## src/common/cpu_clock_defines.svh

```systemverilog
// Purpose: constants for the cpu clock and standby control block
// Assumes: system clock is clk_sys; divide ratios are in system clock cycles
// Notes:   widths are the documented ones
`ifndef CPU_CLOCK_DEFINES_SVH
`define CPU_CLOCK_DEFINES_SVH

// ----------------------------------------
// register map
// ----------------------------------------
`define CPU_CLOCK_CTRL_ADDR    12'hFB3
`define CPU_CLOCK_CTRL_RESET   4'h0
`define CLOCK_SELECT_RESET     2'h0
`define OP_MODE_RESET          2'h0
`define CPU_COUNT_RESET        7'h00
`define CLOCK_SELECT_LSB_POS   0
`define CLOCK_SELECT_MSB_POS   1
`define HALT_REQUEST_BIT_POS   2
`define STOP_REQUEST_BIT_POS   3

// ----------------------------------------
// divide ratios
// ----------------------------------------
`define DIV_SEL0               7'h40
`define DIV_SEL1               7'h10
`define DIV_SEL2               7'h08
`define DIV_SEL3               7'h04
`define PERIPH_DIV_WIDTH       12

`endif

```

## src/common/cpu_clock_pkg.sv

```systemverilog
// Purpose: types for the cpu clock and standby control block
// Assumes: nothing beyond the defines header
// Notes:   mode and select encodings follow the register fields
package cpu_clock_pkg;

    typedef enum logic [1:0]
    {
        MODE_NORMAL = 2'h0,
        MODE_HALT   = 2'h1,
        MODE_STOP   = 2'h2,
        MODE_BAD    = 2'h3
    } op_mode_type;

    typedef enum logic [1:0]
    {
        SEL_DIV64 = 2'h0,
        SEL_DIV16 = 2'h1,
        SEL_DIV8  = 2'h2,
        SEL_DIV4  = 2'h3
    } clk_sel_type;

endpackage

```

## src/rtl/cpu_clock_standby_control.sv

```systemverilog
// Purpose: cpu clock divider select, standby mode bits and peripheral divider
// Assumes: cpu core drives data writes and halt/stop instruction strobes on clk_sys
// Notes:   cpu clock is a one-cycle enable pulse, not a gated clock;
//          the core must qualify its own state with cpu_clock_en
//          mode 11 stays in standby until a release, as neither halt nor stop
//
// How it works
// - 4-bit control register at data address FB3H; select low, mode high.
// - select 00/01/10/11 divides system clock by 64/16/8/4.
// - mode 00 normal, 01 halt, 10 stop, 11 prohibited.
// - any mode bit set puts the device in standby.
// - standby release clears both mode bits, returning to normal.
// - stop instruction sets bit 3, halt instruction sets bit 2.
// - halt and stop are accepted regardless of memory bank enable flag.
// - reset clears the register: divide by 64, normal mode.
// - one selected cpu clock period is one machine cycle.
// - system clock divided and fed to peripherals whatever cpu clock.
// - old clock runs at most one machine cycle (64/16/8/4 system clocks) after a select write.
`timescale 1ns/1ps
`include "cpu_clock_defines.svh"

module cpu_clock_standby_control
(
    input  wire logic                          clk_sys,
    input  wire logic                          srst,
    input  wire logic                          data_write,
    input  wire logic [11:0]                   data_addr,
    input  wire logic [3:0]                    data_wdata,
    input  wire logic                          data_read,
    output logic      [3:0]                    data_rdata,
    input  wire logic                          halt_instr,
    input  wire logic                          stop_instr,
    input  wire logic                          memory_bank_enable_flag,
    input  wire logic                          standby_release,
    output logic                               cpu_clock_en,
    output logic                               standby_active,
    output logic                               halt_active,
    output logic                               stop_active,
    output logic                               osc_stop,
    output logic      [`PERIPH_DIV_WIDTH-1:0]  periph_clk_en
);

    // ----------------------------------------
    // decode helpers
    // ----------------------------------------
    function automatic logic [6:0] div_ratio(input logic [1:0] sel);
        case (sel)
            cpu_clock_pkg::SEL_DIV64: div_ratio = `DIV_SEL0;
            cpu_clock_pkg::SEL_DIV16: div_ratio = `DIV_SEL1;
            cpu_clock_pkg::SEL_DIV8:  div_ratio = `DIV_SEL2;
            default:                  div_ratio = `DIV_SEL3;
        endcase
    endfunction

    // one register answers both strobes, so the match is shared
    function automatic logic reg_hit(input logic [11:0] addr);
        reg_hit = (addr == `CPU_CLOCK_CTRL_ADDR);
    endfunction

    function automatic logic mode_is_halt(input logic [1:0] mode);
        mode_is_halt = (mode == cpu_clock_pkg::MODE_HALT);
    endfunction

    function automatic logic mode_is_stop(input logic [1:0] mode);
        mode_is_stop = (mode == cpu_clock_pkg::MODE_STOP);
    endfunction

    // prohibited code 11 is still standby, though neither halt nor stop
    function automatic logic mode_is_standby(input logic [1:0] mode);
        mode_is_standby = (mode != cpu_clock_pkg::MODE_NORMAL);
    endfunction

    // ----------------------------------------
    // register and divider state
    // ----------------------------------------
    logic [1:0]                   sel_active_q;
    logic [1:0]                   sel_active_d;
    logic [1:0]                   sel_pend_q;
    logic [1:0]                   sel_pend_d;
    logic [1:0]                   mode_q;
    logic [1:0]                   mode_d;
    logic [6:0]                   cpu_cnt_q;
    logic [6:0]                   cpu_cnt_d;
    logic                         cpu_en_q;
    logic                         cpu_en_d;
    logic [`PERIPH_DIV_WIDTH-1:0] per_cnt_q;
    logic [`PERIPH_DIV_WIDTH-1:0] per_cnt_d;
    logic [`PERIPH_DIV_WIDTH-1:0] per_en_q;
    logic [`PERIPH_DIV_WIDTH-1:0] per_en_d;
    logic [3:0]                   rdata_q;
    logic [3:0]                   rdata_d;
    logic                         hit_w;
    logic                         hit_r;
    logic                         boundary;
    logic [6:0]                   ratio;
    logic                         per_run;
    logic [`PERIPH_DIV_WIDTH-1:0] per_tick;
    logic                         standby_q;
    logic                         standby_d;
    logic                         halt_q;
    logic                         halt_d;
    logic                         stop_q;
    logic                         stop_d;

    // ----------------------------------------
    // address decode
    // ----------------------------------------
    // writes and reads to any other address are ignored
    assign hit_w = data_write && reg_hit(data_addr);
    assign hit_r = data_read && reg_hit(data_addr);
    assign ratio = div_ratio(sel_active_q);

    // end of an old cpu clock period; also pulses cpu_clock_en outside standby
    assign boundary = (cpu_cnt_q == (ratio - 7'h01));

    // ----------------------------------------
    // control register: pending select and mode bits
    // ----------------------------------------
    always_comb
    begin
        sel_pend_d = sel_pend_q;
        mode_d     = mode_q;
        if (hit_w)
        begin
            // mode bits are not taken from the write; software writes them zero
            sel_pend_d = data_wdata[`CLOCK_SELECT_MSB_POS:`CLOCK_SELECT_LSB_POS];
        end
        // release first, so an instruction in the same cycle still wins
        if (standby_release)
        begin
            mode_d = cpu_clock_pkg::MODE_NORMAL;
        end
        // no bank flag check: the instructions act whatever the bank setting
        if (stop_instr)
        begin
            mode_d[`STOP_REQUEST_BIT_POS-2] = 1'b1;
        end
        if (halt_instr)
        begin
            mode_d[`HALT_REQUEST_BIT_POS-2] = 1'b1;
        end
    end

    always_ff @(posedge clk_sys)
    begin
        if (srst)
        begin
            sel_pend_q <= `CLOCK_SELECT_RESET;
            mode_q     <= `OP_MODE_RESET;
        end
        else
        begin
            sel_pend_q <= sel_pend_d;
            mode_q     <= mode_d;
        end
    end

    // ----------------------------------------
    // cpu clock divider
    // ----------------------------------------
    // divider keeps running in standby so the switch delay stays bounded
    always_comb
    begin
        sel_active_d = sel_active_q;
        cpu_cnt_d    = cpu_cnt_q;
        cpu_en_d     = 1'b0;
        if (boundary)
        begin
            // switching only here keeps every period whole; a write in this
            // cycle is taken at once, so the old clock runs one period at most
            cpu_cnt_d    = `CPU_COUNT_RESET;
            cpu_en_d     = !mode_is_standby(mode_q);
            sel_active_d = sel_pend_d;
        end
        else
        begin
            cpu_cnt_d = cpu_cnt_q + 7'h01;
        end
    end

    always_ff @(posedge clk_sys)
    begin
        if (srst)
        begin
            sel_active_q <= `CLOCK_SELECT_RESET;
            cpu_cnt_q    <= `CPU_COUNT_RESET;
            cpu_en_q     <= 1'b0;
        end
        else
        begin
            sel_active_q <= sel_active_d;
            cpu_cnt_q    <= cpu_cnt_d;
            cpu_en_q     <= cpu_en_d;
        end
    end

    // ----------------------------------------
    // mode status, registered from the next mode value
    // ----------------------------------------
    // same timing as the mode bits themselves, but driven straight from flops
    always_comb
    begin
        standby_d = mode_is_standby(mode_d);
        halt_d    = mode_is_halt(mode_d);
        stop_d    = mode_is_stop(mode_d);
    end

    always_ff @(posedge clk_sys)
    begin
        if (srst)
        begin
            standby_q <= 1'b0;
            halt_q    <= 1'b0;
            stop_q    <= 1'b0;
        end
        else
        begin
            standby_q <= standby_d;
            halt_q    <= halt_d;
            stop_q    <= stop_d;
        end
    end

    // ----------------------------------------
    // read data
    // ----------------------------------------
    // readback shows the pending select, which is what software last wrote
    always_comb
    begin
        rdata_d = rdata_q;
        if (hit_r)
        begin
            rdata_d = {mode_q, sel_pend_q};
        end
    end

    always_ff @(posedge clk_sys)
    begin
        if (srst)
        begin
            rdata_q <= `CPU_CLOCK_CTRL_RESET;
        end
        else
        begin
            rdata_q <= rdata_d;
        end
    end

    // ----------------------------------------
    // peripheral divider
    // ----------------------------------------
    // bit k pulses once every 2^(k+1) system clocks; stopped only in stop mode
    assign per_run = !mode_is_stop(mode_q);

    genvar k;
    generate
        for (k = 0; k < `PERIPH_DIV_WIDTH; k = k + 1)
        begin : g_per
            // bit k fires when the low k+1 counter bits are all ones
            assign per_tick[k] = &per_cnt_q[k:0];
        end
    endgenerate

    // frozen rather than cleared in stop, so the tick phase survives a stop
    always_comb
    begin
        per_cnt_d = per_cnt_q;
        per_en_d  = '0;
        if (per_run)
        begin
            per_cnt_d = per_cnt_q + `PERIPH_DIV_WIDTH'(1);
            per_en_d  = per_tick;
        end
    end

    always_ff @(posedge clk_sys)
    begin
        if (srst)
        begin
            per_cnt_q <= '0;
            per_en_q  <= '0;
        end
        else
        begin
            per_cnt_q <= per_cnt_d;
            per_en_q  <= per_en_d;
        end
    end

    // ----------------------------------------
    // outputs
    // ----------------------------------------
    assign cpu_clock_en   = cpu_en_q;
    assign standby_active = standby_q;
    assign halt_active    = halt_q;
    assign stop_active    = stop_q;
    // the oscillator is cut only in stop; halt keeps it running for the dividers
    assign osc_stop       = stop_q;
    assign data_rdata     = rdata_q;
    assign periph_clk_en  = per_en_q;

endmodule

```

## config.mk

```make
export PLATFORM = sky130hd
export DESIGN_NAME = cpu_clock_standby_control
export DESIGN_NICKNAME = d
export VERILOG_FILES = /design/src/common/cpu_clock_pkg.sv /design/src/rtl/cpu_clock_standby_control.sv
export VERILOG_INCLUDE_DIRS = /design/src /design/src/common
export SDC_FILE = /design/constraint.sdc
export NUM_CORES = 1
export LEC_CHECK = 0
export ABC_AREA = 1
export BUFFER_PORTS_ARGS = -buffer_cell sky130_fd_sc_hd__buf_2
export CAP_MARGIN = 0
export CORE_ASPECT_RATIO = 1.4
export CORE_MARGIN = 5
export CORE_UTILIZATION = 45
export DETAILED_ROUTE_END_ITERATION = 8
export GPL_ROUTABILITY_DRIVEN = 0
export GPL_TIMING_DRIVEN = 0
export MAX_ROUTING_LAYER = met4
export PLACE_DENSITY = 0.68
export SETUP_SLACK_MARGIN = 0.15
export SYNTH_ARGS = -nofsm -noshare
export SYNTH_HDL_FRONTEND = slang
export SYNTH_SLANG_ARGS = --single-unit
```

## constraint.sdc

```tcl
create_clock -name clk_sys -period 2.25 [get_ports clk_sys]
set_clock_uncertainty 0.2 [all_clocks]
set_input_delay 0.1125 -clock clk_sys [delete_from_list [all_inputs] [get_ports clk_sys]]
set_output_delay 0.1125 -clock clk_sys [all_outputs]
set_load 0.01 [all_outputs]
```

# Yosys cells after proc, flatten, opt, wreduce, memory -nomap -nowiden
# Cells that the tools add are included.
# W data, S select, Z words.
# op_classes
muxes	5
reduce_logical	20
bitwise	1
n_addsub	3
n_eq_ne	7
# op_table
cell	n
$pmux W7 S3	1
$add A12 B1 Y12 const B	1
$eq A12 B12 Y1 const B	1
$reduce_and A12 Y1	1
$reduce_and A11 Y1	1
$reduce_and A10 Y1	1
$reduce_and A9 Y1	1
$reduce_and A8 Y1	1
$add A7 B1 Y7 const B	1
$eq A7 B7 Y1	1
$reduce_and A7 Y1	1
$sub A7 B1 Y7 const B	1
$eq A2 B2 Y1 const B	3
$reduce_and A6 Y1	1
$reduce_or A2 Y1	3
$reduce_and A5 Y1	1
$eq A2 B1 Y1 const B	2
$mux W2	2
$reduce_and A4 Y1	1
$reduce_bool A2 Y1	2
$reduce_and A3 Y1	1
$logic_and A1 B1 Y1	2
$logic_not A2 Y1	1
$mux W1	2
other kinds (3)	3
# word_totals
word_cells	47
ff_bits	45

# Logic depth before layout (Yosys ltp)
# Gate-level depths: netlist (run 1).
# logic_depth
word_depth	6
depth_mapped	9
mapped_depth_nobuf	9

# Least setup slack after synthesis (run 1)
# Ideal clock, no wire load.
# synth_path
kind	reg2reg
from	reg per_cnt_q[0]
to	reg per_cnt_q[8]
required_time_ns	1.934
t_arrival_ns	1.343
path_slack_ns	0.591
path_stages_with_launch	9
synth_period_minus_slack_ns	1.659
cell_sequence	dfxtp_1 > ha_1 > nand2_1 > nor2_4 > nand2_2 > nor2_4 > ha_1 > nor2_1 > nor2_1
# synth_via
elab_chain_len	1
# synth_lines
element	line	source
from (decl)	cpu_clock_standby_control.sv:86	logic [`PERIPH_DIV_WIDTH-1:0] per_cnt_q;
from (signal assigned)	cpu_clock_standby_control.sv:285	per_cnt_q <= per_cnt_d;
$add A12 B1 Y12	cpu_clock_standby_control.sv:271	per_cnt_d = per_cnt_q + `PERIPH_DIV_WIDTH'(1);
# No other way between the ends.
# A chain may end at the register's enable or synchronous reset.

# Final worst setup path (run 1)
# Ends and elaborated chain as after synthesis.

==> impl_metrics.py, run 1 <==
metrics = {
    "status": {
        "outcome": "complete, no violations",
    },
    "sta": {
        "setup_tns_ps": 0,
        "worst_pin_slew_ps": 440,
        "hold_violations": 0,
        "rsz0062_at_grt": "false",
        "fin_crit_sh": 0.796,
        "min_period_ps": 1790,
        "relSlewSlack": 0.705,
        "final-setup-viol-count": 0,
        "clock.fmax_mhz": 558,
        "slew_viol_final": 0,
    },
    "yosys": {
        "synth_common_cells": "48 x nand2_1, 45 x dfxtp_1, 44 x nor2_1",
        "syn-num-nets": 287,
        "synth.most_common_cell": "nand2_1",
        "avgSynthCellArea_um2": 7.77,
        "async_flop_share": 0,
        "synth_area_leaders": "dfxtp_1 45%, nand2_1 9.0%, nor2_1 8.2%, inv_1 7.5%, nand4_1 3.4%",
        "synthCells": 258,
        "ys_warn_count": 0,
        "seq_area_frac_synth": 0.449,
        "synth_top_area_share": 0.449,
        "synth_cell_types": 32,
        "synth_area_um2": 2010,
        "ys_ff_latch": 45,
        "yosys.area.top_type": "dfxtp_1",
        "ys.flop_type": "dfxtp_1",
        "synth-edff-count": 0,
    },
    "min_path": {
        "hold_depth": 5,
        "worstHoldStart": "data_write",
        "hold_class": "input port to register",
    },
    "routing": {
        "drc": 0,
        "wire_per_inst_um": 10.3,
        "drt_iter0_drc": 32,
        "via_count": 1721,
        "first_pass_iters": 4,
        "final_antenna_net_count": 0,
        "vias_per_cell": 4.55,
        "drt-total-wl_um": 3900,
    },
    "final_layout": {
        "area_growth_pct": 24.3,
        "n_fill_cell": 422,
        "diodes": 0,
        "multiInputGateArea_um2": 912,
        "ff_latch_area_um2": 901,
        "layout.nets": 346,
        "layout-drive-gt1-share": 0.252,
    },
    "global_routing": {
        "grt_start_max_net_pins": 15,
        "antenna_found_initial": 0,
        "grt_usage": 0.152,
        "grt-ovfl-total": 0,
        "grt_pass1_wl_um": 6800,
        "grt_pass1_vias": 1658,
    },
    "die": {
        "die_h_um": 89.0,
        "num_rows": 28,
        "initial_core_util": 0.469,
        "coreArea_um2": 4270,
        "io_pins": 45,
        "die_x_um": 66.4,
        "dieArea_um2": 5910,
    },
    "placement": {
        "hpwlAfterDp_um": 2920,
        "portBuffers": 41,
    },
    "critical_path": {
        "crit_required_ps": 2240,
        "setup.worst_path.start_class": "register",
        "path_max_fanout": 4,
        "cp-startpoint": "per_cnt_q[0]",
        "r2r_cells": 8,
        "r2r_start": "per_cnt_q[0]",
        "critPathArrivalTime_ps": 1780,
        "critical_path_class": "register to register",
        "end_kind": "register",
    },
    "clock_tree": {
        "cts_max_level": 2,
        "cts_setup_buffers": 0,
        "cts.sinks": 45,
        "clockRootBuffer": "clkbuf_8",
        "clk_path_buf_depth": 2,
        "clk-insertion-delay-late_ps": 290,
        "cts_tree": "done",
        "numCtsBuffers": 5,
        "clk_pin_slew_ps": 80,
    },
    "power": {
        "power.total_mw": 1.48,
        "irDropWorstVdd_mv": 0.373,
        "power_density_nw_per_um2": 592,
        "p_leak_nw": 1.20,
    },
    "run": {
        "maxCapViolCount": 0,
    },
}
==> final cells by class <==
cell class,instances,area share
well taps,60,0.0301
plain buffers,4,0.0126
inverters,43,0.0648
clock inverters,2,0.00552
multi-input cells,166,0.366
flip-flops and latches,45,0.361
repair buffers,52,0.127
clock buffers,6,0.0331
==> critical path: stages (launching register included) <==
cell and delay [ps]:
dfxtp_1 400, ha_1 220, nand2_1 120, nor2_4 150, nand2_2 110, nor2_4 110
ha_1 230, nor2_1 100, nor2_1 50
==> logic make-up (layout without fill, tap and decap cells) <==
| family | count (synthesis) | after routing | synth area share |
|---|---|---|---|
| XOR/XNOR | 3 | 3 | 0.0131 |
| adder cells (fa/ha/maj) | 5 | 5 | 0.0312 |
| AND/OR/NAND/NOR | 138 | 138 | 0.357 |
| flip-flops | 45 | 45 | 0.449 |
| AO/OA/AOI/OAI | 20 | 20 | 0.0537 |
| buffers and inverters | 47 | 107 | 0.0961 |
==> what timing repair did <==
| action | in CTS | in global routing |
|---|---|---|
| endpoints found under the hold margin | 15 | 0 |
| hold buffers | 11 | 0 |
| gates resized for setup | 0 | 0 |
==> registers in the layout, indices dropped and copies added, names as in the netlist <==
register,count
cpu_clock_en,1
cpu_cnt_q,7
data_rdata,4
halt_active,1
mode_q,2
osc_stop,1
per_cnt_q,12
periph_clk_en,12
sel_active_q,2
sel_pend_q,2
standby_active,1
==> cell usage in the layout, fill, tap and decap left out, drive strengths merged <==
cell type	n
ha	5
nand4	12
dlygate4sd3	11
xnor2	1
nor2	52
a31oi	1
nor4	2
dfxtp	45
nand3	9
nand2	55
clkbuf	6
a21oi	10
o21ai	8
buf	45
o21a	1
clkinv	2
and3	1
inv	43
xor2	2
nor3	7
==> stage by stage <==
stage | util | cells | hold WS [ps] | area (um2) | setup WS (ps)
global placement | 0.535 | 359 | 153 | 2290 | 481
finish | 0.583 | 378 | 34.9 | 2490 | 458
detailed placement | 0.535 | 359 | 171 | 2290 | 485
global route | 0.583 | 378 | 46.4 | 2490 | 322
floorplan | - | 258 | -14.0 | 2010 | 591
CTS | 0.583 | 378 | 15.0 | 2490 | 462
==> path summary, 6_finish.rpt <==
kind / slack, ps / to
setup / recovery: 460 / per_cnt_q[8]
hold / removal: 30 / sel_active_q[0]
setup reg to reg: 460 / per_cnt_q[8]
hold reg to reg: 250 / cpu_cnt_q[0]
==> power by group <==
group / switching (mW) / total (mW) / leakage, nW / internal [mW]
logic: 0.0731 / 0.132 / 0.784 / 0.0589
registers: 0.0149 / 0.831 / 0.366 / 0.817
clock network: 0.264 / 0.513 / 0.0512 / 0.249
==> layer usage <==
metal	vias to the layer above	share of wire	global-route usage
li1	919	-	-
met1	773	0.41	0.160
met2	20	0.54	0.275
met3	9	0.029	0.0352
met4	0	0.018	0.0555
met5	-	0	-
Power figures use the tool's default switching activity.
==> inputs of run 2 (changes only) <==
==> constraint.sdc (replaced) <==
create_clock -name clk_sys -period 1.85 [get_ports clk_sys]
set_clock_uncertainty 0.2 [all_clocks]
set_input_delay 0.0925 -clock clk_sys [delete_from_list [all_inputs] [get_ports clk_sys]]
set_output_delay 0.0925 -clock clk_sys [all_outputs]
set_load 0.01 [all_outputs]
==> impl_metrics.py, run 2 (same netlist as run 1, synthesis figures left out) <==
metrics = {
    "status": {
        "outcome": "complete, no violations",
    },
    "die": {
        "num_rows": 28,
        "initial_core_util": 0.469,
        "die_x_um": 66.4,
        "io_pins": 45,
        "coreArea_um2": 4270,
        "die_h_um": 89.0,
        "dieArea_um2": 5910,
    },
    "sta": {
        "final-setup-viol-count": 0,
        "setup_tns_ps": 0,
        "min_period_ps": 1650,
        "fin_crit_sh": 0.891,
        "clock.fmax_mhz": 607,
        "hold_violations": 0,
        "rsz0062_at_grt": "true",
        "slew_viol_final": 0,
        "worst_pin_slew_ps": 440,
        "relSlewSlack": 0.705,
    },
    "final_layout": {
        "layout-drive-gt1-share": 0.269,
        "layout.nets": 348,
        "area_growth_pct": 25.5,
        "diodes": 0,
        "most-common-layout-cells": "48 x nand2_1, 44 x nor2_1, 43 x dfxtp_1",
        "mostFrequentLayoutCell": "nand2_1",
    },
    "global_routing": {
        "use_met1": 0.160,
        "grt_pass1_wl_um": 6930,
        "grt_pass1_vias": 1705,
        "grtUsageMet3": 0.0352,
        "grt_usage": 0.155,
        "grt-ovfl-total": 0,
        "grt_busiest_layer": "met2",
        "antenna_found_initial": 0,
        "grt_start_max_net_pins": 15,
        "grt_util_met2": 0.279,
    },
    "min_path": {
        "hold_class": "input port to register",
        "hold_depth": 5,
        "min_delay_worst_endpoint": "data_rdata[0]",
        "worstHoldStart": "data_addr[3]",
    },
    "clock_tree": {
        "clk-insertion-delay-late_ps": 290,
        "numCtsBuffers": 5,
        "clk_path_buf_depth": 2,
        "clk_pin_slew_ps": 80,
        "cts.sinks": 45,
        "cts_max_level": 2,
        "clockRootBuffer": "clkbuf_8",
        "cts_tree": "done",
    },
    "placement": {
        "portBuffers": 41,
        "hpwlAfterDp_um": 2920,
    },
    "critical_path": {
        "critical_path_class": "register to register",
        "crit_chain": "ha_2 > nand2_1 > nor2_4 > nand2_2 > nor2_4 > ha_1 > nor2_1 > nor2_1",
        "r2r_setup_slack_ps": 200,
        "path_max_fanout": 4,
        "critPathArrivalTime_ps": 1640,
        "end_kind": "register",
        "slowest_delay_ps": 350,
        "r2r_cells": 8,
        "setup.worst_path.start_class": "register",
        "r2r_start": "per_cnt_q[1]",
        "r2r_end": "per_cnt_q[8]",
        "crit_required_ps": 1840,
        "crit_slowest_cell": "dfxtp_2",
    },
    "routing": {
        "drt_iter0_drc": 52,
        "drc": 0,
        "vias_per_cell": 4.57,
        "wire_per_inst_um": 10.5,
        "first_pass_iters": 4,
        "final_antenna_net_count": 0,
        "drt-total-wl_um": 4000,
        "via_count": 1738,
    },
    "power": {
        "p_leak_nw": 1.21,
        "power_density_nw_per_um2": 716,
        "power.total_mw": 1.80,
        "irDropWorstVdd_mv": 0.422,
    },
    "run": {
        "maxCapViolCount": 0,
    },
}
## run 2: area by class of cell
cell class / instances / area, um2
fill: 415 / 1760
timing repair buffer: 54 / 330
multi-input combinational: 166 / 918
clock buffer: 6 / 82.6
inverter: 43 / 161
sequential: 45 / 903
tap: 60 / 75.1
clock inverter: 2 / 13.8
buffer: 4 / 31.3
## run 2: stage by stage
step / worst slack (ps) / cells / cell area [um2] / hold slack (ps) / util
floorplan: 191 / 258 / 2010 / -34.0 / -
global placement: 81.3 / 359 / 2290 / 133 / 0.535
detailed placement: 85.0 / 359 / 2290 / 151 / 0.535
CTS: 164 / 381 / 2520 / 17.7 / 0.590
global route: 90.0 / 380 / 2520 / 56.1 / 0.589
finish: 202 / 380 / 2520 / 18.7 / 0.589
## run 2: routing by layer
layer	vias up	part of all wire
li1	924	-
met5	-	0
met2	25	0.54
met4	0	0.024
met1	778	0.40
met3	11	0.030
## run 2: worst max path at each step
stage	end	cells after the start	from	slack (ps)
after floorplan	per_cnt_q[8]	8	per_cnt_q[0]	190
after global placement	per_cnt_q[8]	8	per_cnt_q[0]	80
after detailed placement	per_cnt_q[8]	8	per_cnt_q[0]	80
after CTS	per_cnt_q[8]	8	per_cnt_q[1]	160
after global routing	per_cnt_q[8]	8	per_cnt_q[1]	90
final	per_cnt_q[8]	8	per_cnt_q[1]	200
## run 2: what timing repair did
item / CTS / global route
setup buffers: 2 / 0
hold buffers: 12 / 0
setup endpoints to repair: 1 / 3
pin swaps: 1 / 1
resized for setup: 2 / 2
hold endpoints to repair: 15 / 0
## run 2: critical path, delay by kind of cell (launching register included)
kind	cells	cell delay, ps
AND/OR/NAND/NOR	6	590
adder cells (fa/ha/maj)	2	420
flip-flops	1	350
## run 2: where the power goes
part	internal (mW)	switching, mW	total, mW
clock network	0.303	0.321	0.624
registers	0.994	0.0167	1.01
logic	0.0748	0.0926	0.167
total	1.37	0.431	1.80
